[src/rtl/fcc_pkg.sv]
// Purpose: constants for the flash command controller (host side)
// Assumes: byte-wide flash with 24-bit address, strobes active low
// Notes:   register offsets are byte addresses on the Avalon-MM slave
package fcc_pkg;
    // command bytes written on the data lines
    localparam logic [7:0] CMD_READ_ARRAY  = 8'hFF;
    localparam logic [7:0] CMD_READ_STATUS = 8'h70;
    localparam logic [7:0] CMD_READ_ID     = 8'h90;
    localparam logic [7:0] CMD_CLEAR_STAT  = 8'h50;
    localparam logic [7:0] CMD_ERASE_SETUP = 8'h20;
    localparam logic [7:0] CMD_CONFIRM     = 8'hD0;
    localparam logic [7:0] CMD_PROG_SETUP  = 8'h40;
    localparam logic [7:0] CMD_PROG_ALT    = 8'h10;
    localparam logic [7:0] ERASED_BYTE     = 8'hFF;
    // identifier addresses
    localparam logic [23:0] ID_MANUF_ADDR  = 24'h000000;
    localparam logic [23:0] ID_DEVICE_ADDR = 24'h000001;
    localparam logic [15:0] ID_BLOCK_LOW   = 16'h0002;
    localparam logic [23:0] ID_MASTER_ADDR = 24'h000003;
    // status register bit positions
    localparam int READY_BIT      = 7;
    localparam int ERASE_ERR_BIT  = 5;
    localparam int PROG_ERR_BIT   = 4;
    localparam int SUPPLY_ERR_BIT = 3;
    localparam int LOCK_ERR_BIT   = 1;
    localparam int LOCKED_BIT     = 0;
    // register map
    localparam logic [3:0] REG_ADDR   = 4'h0;
    localparam logic [3:0] REG_DATA   = 4'h4;
    localparam logic [3:0] REG_CTRL   = 4'h8;
    localparam logic [3:0] REG_STATUS = 4'hC;
    // operation codes written to REG_CTRL[2:0]
    typedef enum logic [2:0] {
        FCC_OP_READ  = 3'h0,
        FCC_OP_WRITE = 3'h1,
        FCC_OP_ERASE = 3'h2,
        FCC_OP_PROG  = 3'h3,
        FCC_OP_POLL  = 3'h4
    } fcc_op_t;
    // bus timing, at 25 MHz
    localparam int CLK_NS        = 40;
    localparam int ACCESS_NS     = 120;
    localparam int ACCESS_CYC    = (ACCESS_NS + CLK_NS - 1) / CLK_NS;
    localparam int WE_PULSE_NS   = 50;
    localparam int WE_PULSE_CYC  = (WE_PULSE_NS + CLK_NS - 1) / CLK_NS;
    localparam int RESET_ADDR    = 0;
    localparam logic [7:0] RESET_DATA = 8'h00;
endpackage : fcc_pkg

[src/rtl/fcc_bus_cycle.sv]
// Purpose: one strobed read or write cycle on the flash pins
// Assumes: pin inputs already synchronised by the caller
// Notes:   ce and oe/we return high between cycles, so status relatches
`timescale 1ns/1ns
module fcc_bus_cycle (
    input  wire logic        clk,
    input  wire logic        sys_rst,
    input  wire logic        start,
    input  wire logic        isWrite,
    input  wire logic [23:0] addrIn,
    input  wire logic [7:0]  dataIn,
    input  wire logic [7:0]  dqSync,
    output logic             done,
    output logic [7:0]       dataOut,
    output logic             ceN,
    output logic             oeN,
    output logic             weN,
    output logic [23:0]      flashAddr,
    output logic [7:0]       dqOut,
    output logic             dqOe
);
    // two sync stages plus access time before sampling read data
    localparam logic [3:0] READ_CNT  = 4'(fcc_pkg::ACCESS_CYC + 2);
    localparam logic [3:0] WRITE_CNT = 4'(fcc_pkg::WE_PULSE_CYC);
    logic [3:0] cnt_q;
    logic       busy_q;
    logic       wr_q;
    always_ff @(posedge clk) begin
        if (sys_rst) begin
            cnt_q <= 4'h0; busy_q <= 1'b0; wr_q <= 1'b0; done <= 1'b0;
            dataOut <= 8'h00; ceN <= 1'b1; oeN <= 1'b1; weN <= 1'b1;
            flashAddr <= 24'h000000; dqOut <= 8'h00; dqOe <= 1'b0;
        end else begin
            done <= 1'b0;
            if (!busy_q && start) begin
                busy_q <= 1'b1; wr_q <= isWrite; flashAddr <= addrIn;
                dqOut <= dataIn; dqOe <= isWrite; ceN <= 1'b0;
                oeN <= isWrite; weN <= !isWrite;
                cnt_q <= isWrite ? WRITE_CNT : READ_CNT;
            end else if (busy_q) begin
                if (cnt_q != 4'h0) begin
                    cnt_q <= cnt_q - 4'h1;
                end else begin
                    // we, oe and ce rise together, so address and data are taken on that edge
                    weN <= 1'b1; oeN <= 1'b1; ceN <= 1'b1;
                    busy_q <= 1'b0; done <= 1'b1;
                    if (!wr_q) dataOut <= dqSync;
                end
            end
            // data stays driven one cycle past the rising we, so the flash sees it held
            if (!busy_q && !start) dqOe <= 1'b0;
        end
    end
endmodule : fcc_bus_cycle

[src/rtl/fcc_flash_ctrl.sv]
// Purpose: host-side flash command controller with Avalon-MM register port
// Assumes: flash pins are asynchronous to clk; rp_n driven low during sys_rst, high (normal level) after
// Notes:   software picks an operation; the block issues the command bytes
// What the document requires of the flash device
// device starts in read-array after power-up
// read-array command holds until next command
// read-array ignored while operation runs
// read commands work at any supply
// identifier addresses give maker, device, master
// block lock state on data bit zero
// identifier mode ends on next valid command
// after read-status, reads return status
// strobe returns high before status relatch
// error flags sticky until clear-status
// 50H clears status at any supply
// clear-status ignored while suspended
// erase one block with setup and confirm
// erase switches reads to status
// completion by ready pin and ready flag
// bad confirm sets program and erase errors
// low supply erase sets supply, erase errors
// locked block erase fails unless elevated
// program setup 40H or 10H then data
// program switches reads to status
// verify flags only failed one-to-zero bits
// low supply program sets supply, erase errors
// single-cycle FFH, 70H, 90H commands
// address, data taken on first rising edge
// ready pin low while machine busy
// ready flag zero while busy
`timescale 1ns/1ns
module fcc_flash_ctrl (
    input  wire logic        clk,
    input  wire logic        sys_rst,
    input  wire logic [3:0]  avs_address,
    input  wire logic        avs_read,
    input  wire logic        avs_write,
    input  wire logic [31:0] avs_writedata,
    output logic [31:0]      avs_readdata,
    output logic             avs_waitrequest,
    output logic             flashCeN,
    output logic             flashOeN,
    output logic             flashWeN,
    output logic             flashRpN,
    output logic [23:0]      flashAddr,
    output logic [7:0]       flashDqOut,
    output logic             flashDqOe,
    input  wire logic [7:0]  flashDqIn,
    input  wire logic        readyBusyOutput
);
    typedef enum logic [2:0] {
        FCC_IDLE  = 3'b000,
        FCC_CMD1  = 3'b001,
        FCC_CMD2  = 3'b011,
        FCC_POLL  = 3'b010,
        FCC_DONE  = 3'b110
    } fcc_state_t;

    fcc_state_t  state_q, state_d;
    logic [23:0] addr_q;
    logic [7:0]  data_q;
    logic [2:0]  op_q;
    logic [7:0]  result_q;
    logic        busy_q;
    logic        opDone_q;
    logic [7:0]  dqMeta_q, dqSync_q;
    logic        rbMeta_q, rbSync_q;
    logic        cycStart_q;
    logic        cycWrite_q;
    logic [7:0]  cycData_q;
    wire  logic  cycDone;
    wire  logic [7:0] cycResult;

    // pins from the flash pass two flops before use
    always_ff @(posedge clk) begin
        if (sys_rst) begin
            dqMeta_q <= 8'h00; dqSync_q <= 8'h00; rbMeta_q <= 1'b1; rbSync_q <= 1'b1;
        end else begin
            dqMeta_q <= flashDqIn; dqSync_q <= dqMeta_q;
            rbMeta_q <= readyBusyOutput; rbSync_q <= rbMeta_q;
        end
    end

    // bus decode; a write lands only at the edge where waitrequest is seen low
    wire logic wrCtrl  = avs_write && !avs_waitrequest && avs_address == fcc_pkg::REG_CTRL && !busy_q;
    wire logic wrAddr  = avs_write && !avs_waitrequest && avs_address == fcc_pkg::REG_ADDR;
    wire logic wrData  = avs_write && !avs_waitrequest && avs_address == fcc_pkg::REG_DATA;
    wire logic [2:0] newOp = avs_writedata[2:0];
    wire logic isTwoCycle = op_q == fcc_pkg::FCC_OP_ERASE || op_q == fcc_pkg::FCC_OP_PROG;
    // first byte of a two-cycle sequence; program always uses the standard setup
    wire logic [7:0] firstByte = (op_q == fcc_pkg::FCC_OP_ERASE) ? fcc_pkg::CMD_ERASE_SETUP :
                                 (op_q == fcc_pkg::FCC_OP_PROG)  ? fcc_pkg::CMD_PROG_SETUP  : data_q;
    // erase confirm is D0H, program second write carries the data byte
    wire logic [7:0] secondByte = (op_q == fcc_pkg::FCC_OP_ERASE) ? fcc_pkg::CMD_CONFIRM : data_q;
    // ready flag in status poll, zero while busy
    wire logic statusReady = cycResult[fcc_pkg::READY_BIT];

    always_comb begin
        state_d = state_q;
        unique case (state_q)
            FCC_IDLE: if (wrCtrl) state_d = FCC_CMD1;
            FCC_CMD1: if (cycDone) state_d = (op_q == fcc_pkg::FCC_OP_READ || op_q == fcc_pkg::FCC_OP_WRITE)
                                            ? FCC_DONE : (isTwoCycle ? FCC_CMD2 : FCC_POLL);
            FCC_CMD2: if (cycDone) state_d = FCC_POLL;
            // each poll is its own strobe so the status latch refreshes
            FCC_POLL: if (cycDone && statusReady && rbSync_q) state_d = FCC_DONE;
            FCC_DONE: state_d = FCC_IDLE;
            default:  state_d = FCC_IDLE;
        endcase
    end

    always_ff @(posedge clk) begin
        if (sys_rst) begin
            state_q <= FCC_IDLE; op_q <= 3'h0; busy_q <= 1'b0; opDone_q <= 1'b0;
            addr_q <= 24'h000000; data_q <= fcc_pkg::RESET_DATA; result_q <= 8'h00;
            cycStart_q <= 1'b0; cycWrite_q <= 1'b0; cycData_q <= 8'h00;
        end else begin
            state_q <= state_d;
            cycStart_q <= 1'b0;
            if (wrAddr) addr_q <= avs_writedata[23:0];
            if (wrData) data_q <= avs_writedata[7:0];
            if (wrCtrl) begin
                op_q <= newOp; busy_q <= 1'b1; opDone_q <= 1'b0;
            end
            if (state_q == FCC_IDLE && state_d == FCC_CMD1) begin
                cycStart_q <= 1'b1;
                cycWrite_q <= newOp != fcc_pkg::FCC_OP_READ;
                cycData_q  <= newOp == fcc_pkg::FCC_OP_ERASE ? fcc_pkg::CMD_ERASE_SETUP :
                              newOp == fcc_pkg::FCC_OP_PROG  ? fcc_pkg::CMD_PROG_SETUP  :
                              newOp == fcc_pkg::FCC_OP_POLL  ? fcc_pkg::CMD_READ_STATUS : data_q;
            end
            if (cycDone && state_q == FCC_CMD1 && isTwoCycle) begin
                cycStart_q <= 1'b1; cycWrite_q <= 1'b1; cycData_q <= secondByte;
            end
            // after a sequence the device returns status at any address
            if (cycDone && (state_q == FCC_CMD2 || (state_q == FCC_CMD1 && op_q == fcc_pkg::FCC_OP_POLL)
                            || (state_q == FCC_POLL && !(statusReady && rbSync_q)))) begin
                cycStart_q <= 1'b1; cycWrite_q <= 1'b0;
            end
            if (cycDone && (state_q == FCC_POLL || state_q == FCC_CMD1)) result_q <= cycResult;
            if (state_q == FCC_DONE) begin
                busy_q <= 1'b0; opDone_q <= 1'b1;
            end
        end
    end

    // registers and waitrequest come from flops; one wait cycle per access
    always_ff @(posedge clk) begin
        if (sys_rst) begin
            avs_waitrequest <= 1'b1; avs_readdata <= 32'h00000000;
        end else begin
            avs_waitrequest <= !(avs_waitrequest && (avs_read || avs_write));
            if (avs_read && avs_waitrequest) begin
                unique case (avs_address)
                    fcc_pkg::REG_ADDR:   avs_readdata <= {8'h00, addr_q};
                    fcc_pkg::REG_DATA:   avs_readdata <= {24'h000000, data_q};
                    fcc_pkg::REG_STATUS: avs_readdata <= {16'h0000, result_q, 5'h00, rbSync_q, opDone_q, busy_q};
                    default:             avs_readdata <= 32'h00000000;
                endcase
            end
        end
    end

    // normal reset/power-down level keeps locked blocks protected
    always_ff @(posedge clk) begin
        if (sys_rst) flashRpN <= 1'b0;
        else flashRpN <= 1'b1;
    end

    wire logic [23:0] cycAddr = addr_q;
    fcc_bus_cycle u_cycle (
        .clk       (clk),
        .sys_rst   (sys_rst),
        .start     (cycStart_q),
        .isWrite   (cycWrite_q),
        .addrIn    (cycAddr),
        .dataIn    (cycStart_q && state_q == FCC_IDLE ? firstByte : cycData_q),
        .dqSync    (dqSync_q),
        .done      (cycDone),
        .dataOut   (cycResult),
        .ceN       (flashCeN),
        .oeN       (flashOeN),
        .weN       (flashWeN),
        .flashAddr (flashAddr),
        .dqOut     (flashDqOut),
        .dqOe      (flashDqOe)
    );

    property p_wait_one;
        @(posedge clk) disable iff (sys_rst)
        (avs_read || avs_write) && avs_waitrequest |=> !avs_waitrequest;
    endproperty
    a_wait_one: assert property (p_wait_one) else $error("waitrequest not released");

    property p_no_read_write_overlap;
        @(posedge clk) disable iff (sys_rst)
        !flashOeN |-> flashWeN && !flashDqOe;
    endproperty
    a_no_read_write_overlap: assert property (p_no_read_write_overlap) else $error("oe and we overlap");

    property p_strobe_gap;
        @(posedge clk) disable iff (sys_rst)
        $rose(flashCeN) |=> flashCeN;
    endproperty
    a_strobe_gap: assert property (p_strobe_gap) else $error("ce not high between cycles");

    property p_done_needs_ready;
        @(posedge clk) disable iff (sys_rst)
        state_q == FCC_POLL && state_d == FCC_DONE |-> rbSync_q && cycResult[fcc_pkg::READY_BIT];
    endproperty
    a_done_needs_ready: assert property (p_done_needs_ready) else $error("done while busy");

    property p_erase_confirm;
        @(posedge clk) disable iff (sys_rst)
        state_q == FCC_CMD2 && op_q == fcc_pkg::FCC_OP_ERASE && !flashWeN |-> flashDqOut == fcc_pkg::CMD_CONFIRM;
    endproperty
    a_erase_confirm: assert property (p_erase_confirm) else $error("erase confirm byte wrong");

    property p_program_setup;
        @(posedge clk) disable iff (sys_rst)
        state_q == FCC_CMD1 && op_q == fcc_pkg::FCC_OP_PROG && !flashWeN |-> flashDqOut == fcc_pkg::CMD_PROG_SETUP;
    endproperty
    a_program_setup: assert property (p_program_setup) else $error("program setup byte wrong");
endmodule : fcc_flash_ctrl

[config.mk]
export PLATFORM = sky130hd
export DESIGN_NAME = fcc_flash_ctrl
export DESIGN_NICKNAME = d
export VERILOG_FILES = /design/src/rtl/fcc_pkg.sv /design/src/rtl/fcc_bus_cycle.sv /design/src/rtl/fcc_flash_ctrl.sv
export SDC_FILE = /design/constraint.sdc
export NUM_CORES = 1
export LEC_CHECK = 0
export BUFFER_PORTS_ARGS = -buffer_cell sky130_fd_sc_hd__buf_2
export CAP_MARGIN = 5
export CELL_PAD_IN_SITES_DETAIL_PLACEMENT = 1
export CELL_PAD_IN_SITES_GLOBAL_PLACEMENT = 1
export CORE_MARGIN = 2
export CORE_UTILIZATION = 44
export DETAILED_ROUTE_END_ITERATION = 7
export PLACE_DENSITY_LB_ADDON = 0.1
export SETUP_SLACK_MARGIN = 0.1
export SLEW_MARGIN = 20
export SYNTH_ARGS = -nofsm -noshare
export SYNTH_HDL_FRONTEND = slang
export SYNTH_SLANG_ARGS = --single-unit
[constraint.sdc]
create_clock -name clk -period 5.3 [get_ports clk]
set_input_delay 0.265 -clock clk [delete_from_list [all_inputs] [get_ports clk]]
set_output_delay 0.265 -clock clk [all_outputs]
set_load 0.02 [all_outputs]
==> summary.md, run 1 <==
| Metric | Value |
|---|---|
| Clk buf depth | `2` |
| Clk sinks | `153` |
| CP startpoint kind | `register` |
| Final Hold Vio Count | `0` |
| Commonest cells in the netlist | `dfxtp_1 (153), nand2_1 (120), a21oi_1 (78)` |
| Register area | `0.00306 sq mm` |
| Seq/Total Area, Yosys | `0.522` |
| Setup violators final | `0` |
| Pwr Density | `347 mW/mm^2` |
| Vias in the first global route | `5,025` |
| Footprint of the multi-input gates | `0.00257 sq mm` |
| Final Routed Wirelength | `16.0 mm` |
| Relative slew margins | `0.263` |
| Clock Skews | `0.00656 ns` |
| RSZ-0062 raised after global routing | `no` |
| Worst-Skew Late Latency | `0.42 ns` |
| Final nets | `786` |
| Die footprint | `0.0143 sq mm` |
| Combinational share of power | `0.035` |
| Largest cells by area after synthesis | `dfxtp_1 (52%), nand2_1 (7.7%), a21oi_1 (6.6%), nor2_1 (4.0%), mux2i_1 (3.9%)` |
| Drt wl/cell | `17.2 um` |
| Number of flops mapped to enable cells by yosys | `0` |
| # IOs | `119` |
| Number of vias per cell | `5.38` |
| Synthesized cell area | `0.00587 sq mm` |
| Yosys reg bits | `153` |
| Hold slack | `0.0241 ns` |
| P_leak | `0.00281 uW` |
| Initial Util | `0.447` |
| Data required, critical path | `5.65 ns` |
| Synth-to-Final Area Change | `19.2%` |
| Tcrit/Tclk final | `0.489` |
| Post-layout util | `0.533` |
| Yosys cell types | `55` |
| Share of post-route cells with drive strength above 1 | `0.212` |
| GR Util All Layers | `0.232` |
| Global-route wire length before repair | `25.8 mm` |
| Worst-Margin Slew | `1.11 ns` |
| Status | `finished clean` |
| Worst Path Max Fanout | `27` |
| NetSw | `516 uW` |
| Core Region | `0.0131 sq mm` |
| Initial antenna violation count | `0` |
| Share of synthesized registers carrying an async set or reset | `0` |
| First drt pass iteration count | `4` |
| Min-delay worst type | `input port to register` |
| Fin Setup TNS | `0 ns` |
| Filler cells | `1,592` |
| Net Sw Frac | `0.212` |
| Arr. time, crit path | `2.94 ns` |
| Type of the worst setup path | `register to register` |
| Ys flop type | `dfxtp_1` |
| Post-synthesis cell count | `657` |
| Ant diodes | `0` |
| Final ANT Viol Nets | `0` |
| DR iter-0 viols | `359` |
| Crit. End Element | `register` |
| Cell Rows | `42` |
| Cell Int Power | `1910 uW` |
| Die Ht | `120 um` |
| H-tree levels | `4` |
| Final Slew Violations | `0` |
| Minimum clock period | `2.59 ns` |
| Synth area leader | `dfxtp_1` |
| Clock power share | `0.485` |
| Routed via count | `4,981` |
| GRT overflow | `0` |
| Pin count of the biggest net entering global routing | `107` |
| Peak Freq | `0.386 GHz` |
| Num CTS Buffers | `17` |
| Synth top area share | `0.522` |
| Buffers added on ports | `102` |
| Post-cts repair resize count | `0` |
| Count leader, synth | `dfxtp_1` |
| Post-CTS setup buffer count | `0` |
| Worst VDD drop | `0.219 mV` |
| Max-Cap Viols | `0` |
| Root Buffer | `clkbuf_16` |
| Yosys warns | `0` |
| Sequential share of power | `0.479` |
| Die span in x | `120 um` |
| Synth Area per Inst | `8.94 sq um` |
| CTS clock-pin slew for the worst setup and hold paths | `0.06 ns` |
| Cts hold-fix bufs | `0` |
| HPWL Detailed | `10.9 mm` |
| CTS tree | `done` |
| DRC | `0` |
| GPL Wtd Cong | `0.849` |
area by class of cell:
type | count | area share
Inverter | 5 | 0.00268
Clock buffer | 24 | 0.0688
Clock inverter | 8 | 0.0134
Multi-Input combinational cell | 452 | 0.367
Tap cell | 176 | 0.0315
Sequential cell | 153 | 0.438
Timing Repair Buffer | 107 | 0.0787
path summary, 6_finish.rpt:
| kind | endpoint | depth (start not counted) | slack [ns] | startpoint |
|---|---|---|---|---|
| hold / removal | rbMeta_q | 2 | 0.02 | readyBusyOutput |
| setup reg to reg | avs_readdata[23] | 4 | 2.71 | avs_waitrequest |
| setup / recovery | avs_readdata[23] | 4 | 2.71 | avs_waitrequest |
| hold reg to reg | rbSync_q | 1 | 0.41 | rbMeta_q |
worst max-delay path, cell delays in order (launching register included):
cell     delay (ns)
dfxtp_1        0.40
nand2_1        0.65
nor4b_2        1.13
a22oi_1        0.15
nor2_1         0.16
flip-flops by register name (all words and copies together), names as in the netlist, 3 cells and up:
| register | flops |
|---|---|
| cycData_q | 8 |
| state_q | 3 |
| u_cycle.dataOut | 8 |
| result_q | 8 |
| data_q | 8 |
| op_q | 3 |
| dqSync_q | 8 |
| avs_readdata | 24 |
| addr_q | 24 |
| dqMeta_q | 8 |
| u_cycle.flashAddr | 24 |
| u_cycle.dqOut | 8 |
| u_cycle.cnt_q | 4 |
per-stage QoR:
stage	cell area (sq um)	power, uW	setup slack [ns]	instances
floorplan	5900	1250	3.33	664
global route	7000	2510	2.51	925
global placement	6420	1270	2.75	893
detailed placement	6420	1280	2.70	893
CTS	7000	2460	2.72	925
finish	7000	2430	2.71	925
per-layer routing:
metal | global-route usage | part of all wire | up-vias
met5 | 0 | 0 | -
met4 | 0.0706 | 0.011 | 0
met3 | 0.0623 | 0.044 | 12
met2 | 0.393 | 0.50 | 109
met1 | 0.288 | 0.45 | 2449
li1 | - | - | 2411
power groups by stage:
| stage | logic (uW) | clock network, uW | registers [uW] |
|---|---|---|---|
| 2_1_floorplan | 57.5 | 0 | 1190 |
| 4_1_cts | 86.3 | 1210 | 1160 |
| 5_1_grt | 94.7 | 1250 | 1170 |
| 6_report | 86.0 | 1180 | 1170 |
| 3_5_place_dp | 85.9 | 0 | 1190 |
| 3_3_place_gp | 84.0 | 0 | 1190 |
cell families (layout without fill, tap and decap cells):
family,after synthesis,after routing,synth area share
AOI/OAI and AO/OA,159,159,0.172
DFF,153,153,0.522
adders and majority gates,1,1,0.00213
xor gates and xnor gates,3,3,0.00448
muxes,31,31,0.0545
and+or+nand+nor,250,250,0.198
other,1,8,0.000639
buffers and inverters,59,144,0.0462
cell usage in the layout, fill, tap and decap left out, drive strengths merged, types with 2 or more instances in the layout:
| master | instances |
|---|---|
| a211o | 2 |
| o21ai | 18 |
| dfxtp | 153 |
| a211oi | 2 |
| xnor2 | 3 |
| nor4 | 2 |
| nor2 | 62 |
| nor4b | 3 |
| conb | 8 |
| mux2i | 23 |
| o21bai | 2 |
| or3b | 2 |
| inv | 5 |
| nand3 | 3 |
| clkbuf | 24 |
| or2 | 5 |
| nor3 | 9 |
| nand3b | 2 |
| nor3b | 4 |
| nand2 | 120 |
| nor2b | 19 |
| a221oi | 4 |
| or3 | 6 |
| bufinv | 2 |
| buf | 107 |
| a21oi | 78 |
| mux2 | 8 |
| clkinv | 6 |
| o211ai | 2 |
| a22o | 15 |
| a22oi | 25 |
| nand2b | 6 |
(Power assumes the default switching activity.)
==> run 2: changes to the inputs <==
- CORE_UTILIZATION: 44 -> 41
- clock period: 5.3 -> 2.7 ns (I/O delays scaled with it)
==> summary.md, run 2 (synthesis results as in run 1) <==
| Metric | Value |
|---|---|
| CP startpoint kind | `register (unchanged)` |
| Synth-to-Final Area Change | `27.4% (was 19.2%)` |
| Number of vias per cell | `5.26 (was 5.38)` |
| Num CTS Buffers | `17 (unchanged)` |
| Met3 WL post-DR | `614 um (was 705 um)` |
| Final Routed Wirelength | `16.5 mm (was 16.0 mm)` |
| Most frequent cells in the layout | `dfxtp_1 (153), nand2_1 (120), buf_2 (101) (unchanged)` |
| Clk buf depth | `2 (unchanged)` |
| Filler cells | `1,615 (was 1,592)` |
| Final Hold Vio Count | `0 (unchanged)` |
| Die footprint | `0.0153 sq mm (was 0.0143 sq mm)` |
| Relative slew margins | `0.531 (was 0.263)` |
| Status | `finished clean (unchanged)` |
| Worst Path Max Fanout | `5 (was 27)` |
| Initial antenna violation count | `0 (unchanged)` |
| CP bufs+invs | `0 (unchanged)` |
| GRT overflow | `0 (unchanged)` |
| Top Metal Used | `met4 (unchanged)` |
| DRC | `0 (unchanged)` |
| Cell Rows | `43 (was 42)` |
| Vias in the first global route | `5,206 (was 5,025)` |
| CP peak stage delay | `0.59 ns (was 1.13 ns)` |
| Peak Freq | `0.484 GHz (was 0.386 GHz)` |
| Tcrit/Tclk final | `0.765 (was 0.489)` |
| GPL Wtd Cong | `0.810 (was 0.849)` |
| Setup ws final | `0.634 ns (was 2.71 ns)` |
| Pin count of the biggest net entering global routing | `58 (was 107)` |
| Fin Setup TNS | `0 ns (unchanged)` |
| Setup violators final | `0 (unchanged)` |
| Worst-Margin Slew | `0.698 ns (was 1.11 ns)` |
| Post-CTS setup buffer count | `0 (unchanged)` |
| Arr. time, crit path | `2.42 ns (was 2.94 ns)` |
| Buffers added on ports | `102 (unchanged)` |
| Final Slew Violations | `0 (unchanged)` |
| Final nets | `829 (was 786)` |
| Root Buffer | `clkbuf_16 (unchanged)` |
| Core Region | `0.0139 sq mm (was 0.0131 sq mm)` |
| HPWL Detailed | `11.2 mm (was 10.9 mm)` |
| Commonest non-fill, non-tap cell in the layout | `dfxtp_1 (unchanged)` |
| Die span in x | `124 um (was 120 um)` |
| # IOs | `119 (unchanged)` |
| Initial Util | `0.421 (was 0.447)` |
| Share of post-route cells with drive strength above 1 | `0.221 (was 0.212)` |
| Drt wl/cell | `17.0 um (was 17.2 um)` |
| Crit. End Element | `register (unchanged)` |
| Ant diodes | `0 (unchanged)` |
| Top delay family on crit path | `simple AND/OR/NAND/NOR gates (unchanged)` |
| Worst VDD drop | `0.358 mV (was 0.219 mV)` |
| Tot Pwr | `5060 uW (was 2430 uW)` |
| First drt pass iteration count | `4 (unchanged)` |
| DR iter-0 viols | `277 (was 359)` |
| Clock Skews | `0.00686 ns (was 0.00656 ns)` |
| Routed via count | `5,110 (was 4,981)` |
| Min-delay worst type | `input port to register (unchanged)` |
| Dpl ws | `0.670 ns (was 2.70 ns)` |
| Worst-Skew Late Latency | `0.42 ns (about the same)` |
| Minimum clock period | `2.07 ns (was 2.59 ns)` |
| GR Util All Layers | `0.227 (was 0.232)` |
| Met1 WL | `7.36 mm (was 7.10 mm)` |
| Layout Cells excl Fill | `972 (was 925)` |
| Clk sinks | `153 (unchanged)` |
| Max-Cap Viols | `0 (unchanged)` |
| Biggest regs | `addr_q: 24 flops, avs_readdata: 24 flops, u_cycle.flashAddr: 24 flops (unchanged)` |
| Placed Cells | `908 (was 893)` |
| H-tree levels | `4 (unchanged)` |
| P_leak | `0.00302 uW (was 0.00281 uW)` |
| Critical path's slowest cell | `or4b_4 (was nor4b_2)` |
| RSZ-0062 raised after global routing | `no (unchanged)` |
| Hold slack | `0.0539 ns (was 0.0241 ns)` |
| Type of the worst setup path | `register to register (unchanged)` |
| Worst path cell trace | `or4b_4, or3_4, o41ai_4, a22o_1 (was nand2_1, nor4b_2, a22oi_1, nor2_1)` |
| Final ANT Viol Nets | `0 (unchanged)` |
| Die Ht | `124 um (was 120 um)` |
| CTS clock-pin slew for the worst setup and hold paths | `0.06 ns (about the same)` |
| Pwr Density | `676 mW/mm^2 (was 347 mW/mm^2)` |
| Met2 wire length | `8.28 mm (was 7.97 mm)` |
| Data required, critical path | `3.06 ns (was 5.65 ns)` |
| CTS tree | `done (unchanged)` |
| Global-route wire length before repair | `26.6 mm (was 25.8 mm)` |
## run 2: changes by cell type in the layout (fill, tap and decap cells not counted), moves of 2 or more
| cell | change |
|---|---|
| buf_4 | +11 |
| bufinv_16 | +2 |
| clkbuf_1 | -4 |
| clkinv_2 | -4 |
| clkinv_4 | +4 |
| clkinvlp_4 | +2 |
| dlygate4sd3_1 | +32 |
## run 2: path summary, 6_finish.rpt
path,startpoint,endpoint,slack [ns],cells past startpoint
max,avs_waitrequest,cycData_q[1],0.63,4
min,avs_writedata[0],addr_q[0],0.05,3
max reg2reg,avs_waitrequest,cycData_q[1],0.63,4
min reg2reg,rbMeta_q,rbSync_q,0.42,1
## run 2: power by group
group,internal (uW),switching [uW]
clock network,1600,955
logic,88.9,124
registers,2280,9.67
total,3970,1090
## run 2: layout make-up
type	instances	area [sq um]	share of cell area
clock inverters	13	193	0.0257
repair buffers	150	953	0.127
inverters	5	18.8	0.00251
multi-input cells	452	2580	0.344
clock buffers	19	453	0.0605
well taps	180	225	0.0301
flip-flops and latches	153	3060	0.409
## run 2: worst reg2reg max path, cell delays in order (launching register included)
cell and delay [ns]:
dfxtp_1 0.35, or4b_4 0.59, or3_4 0.42, o41ai_4 0.45, a22o_1 0.19
## run 2: what timing repair did
item	CTS	global route
hold buffers	32	0
endpoints found under the setup margin	0	0
resized for setup	0	0
hold endpoints to repair	36	0
## run 2: metal layers
metal  GRT usage  up-vias
met3      0.0462       25
met4      0.0909        0
met1       0.285     2473
li1            -     2497
met2       0.382      115
met5           0        -
## run 2: through the flow
| stage | area, sq um | utilization |
|---|---|---|
| global route | 7480 | 0.537 |
| detailed placement | 6520 | 0.468 |
| global placement | 6520 | 0.468 |
| finish | 7480 | 0.537 |
| CTS | 7480 | 0.537 |
| floorplan | 5900 | - |
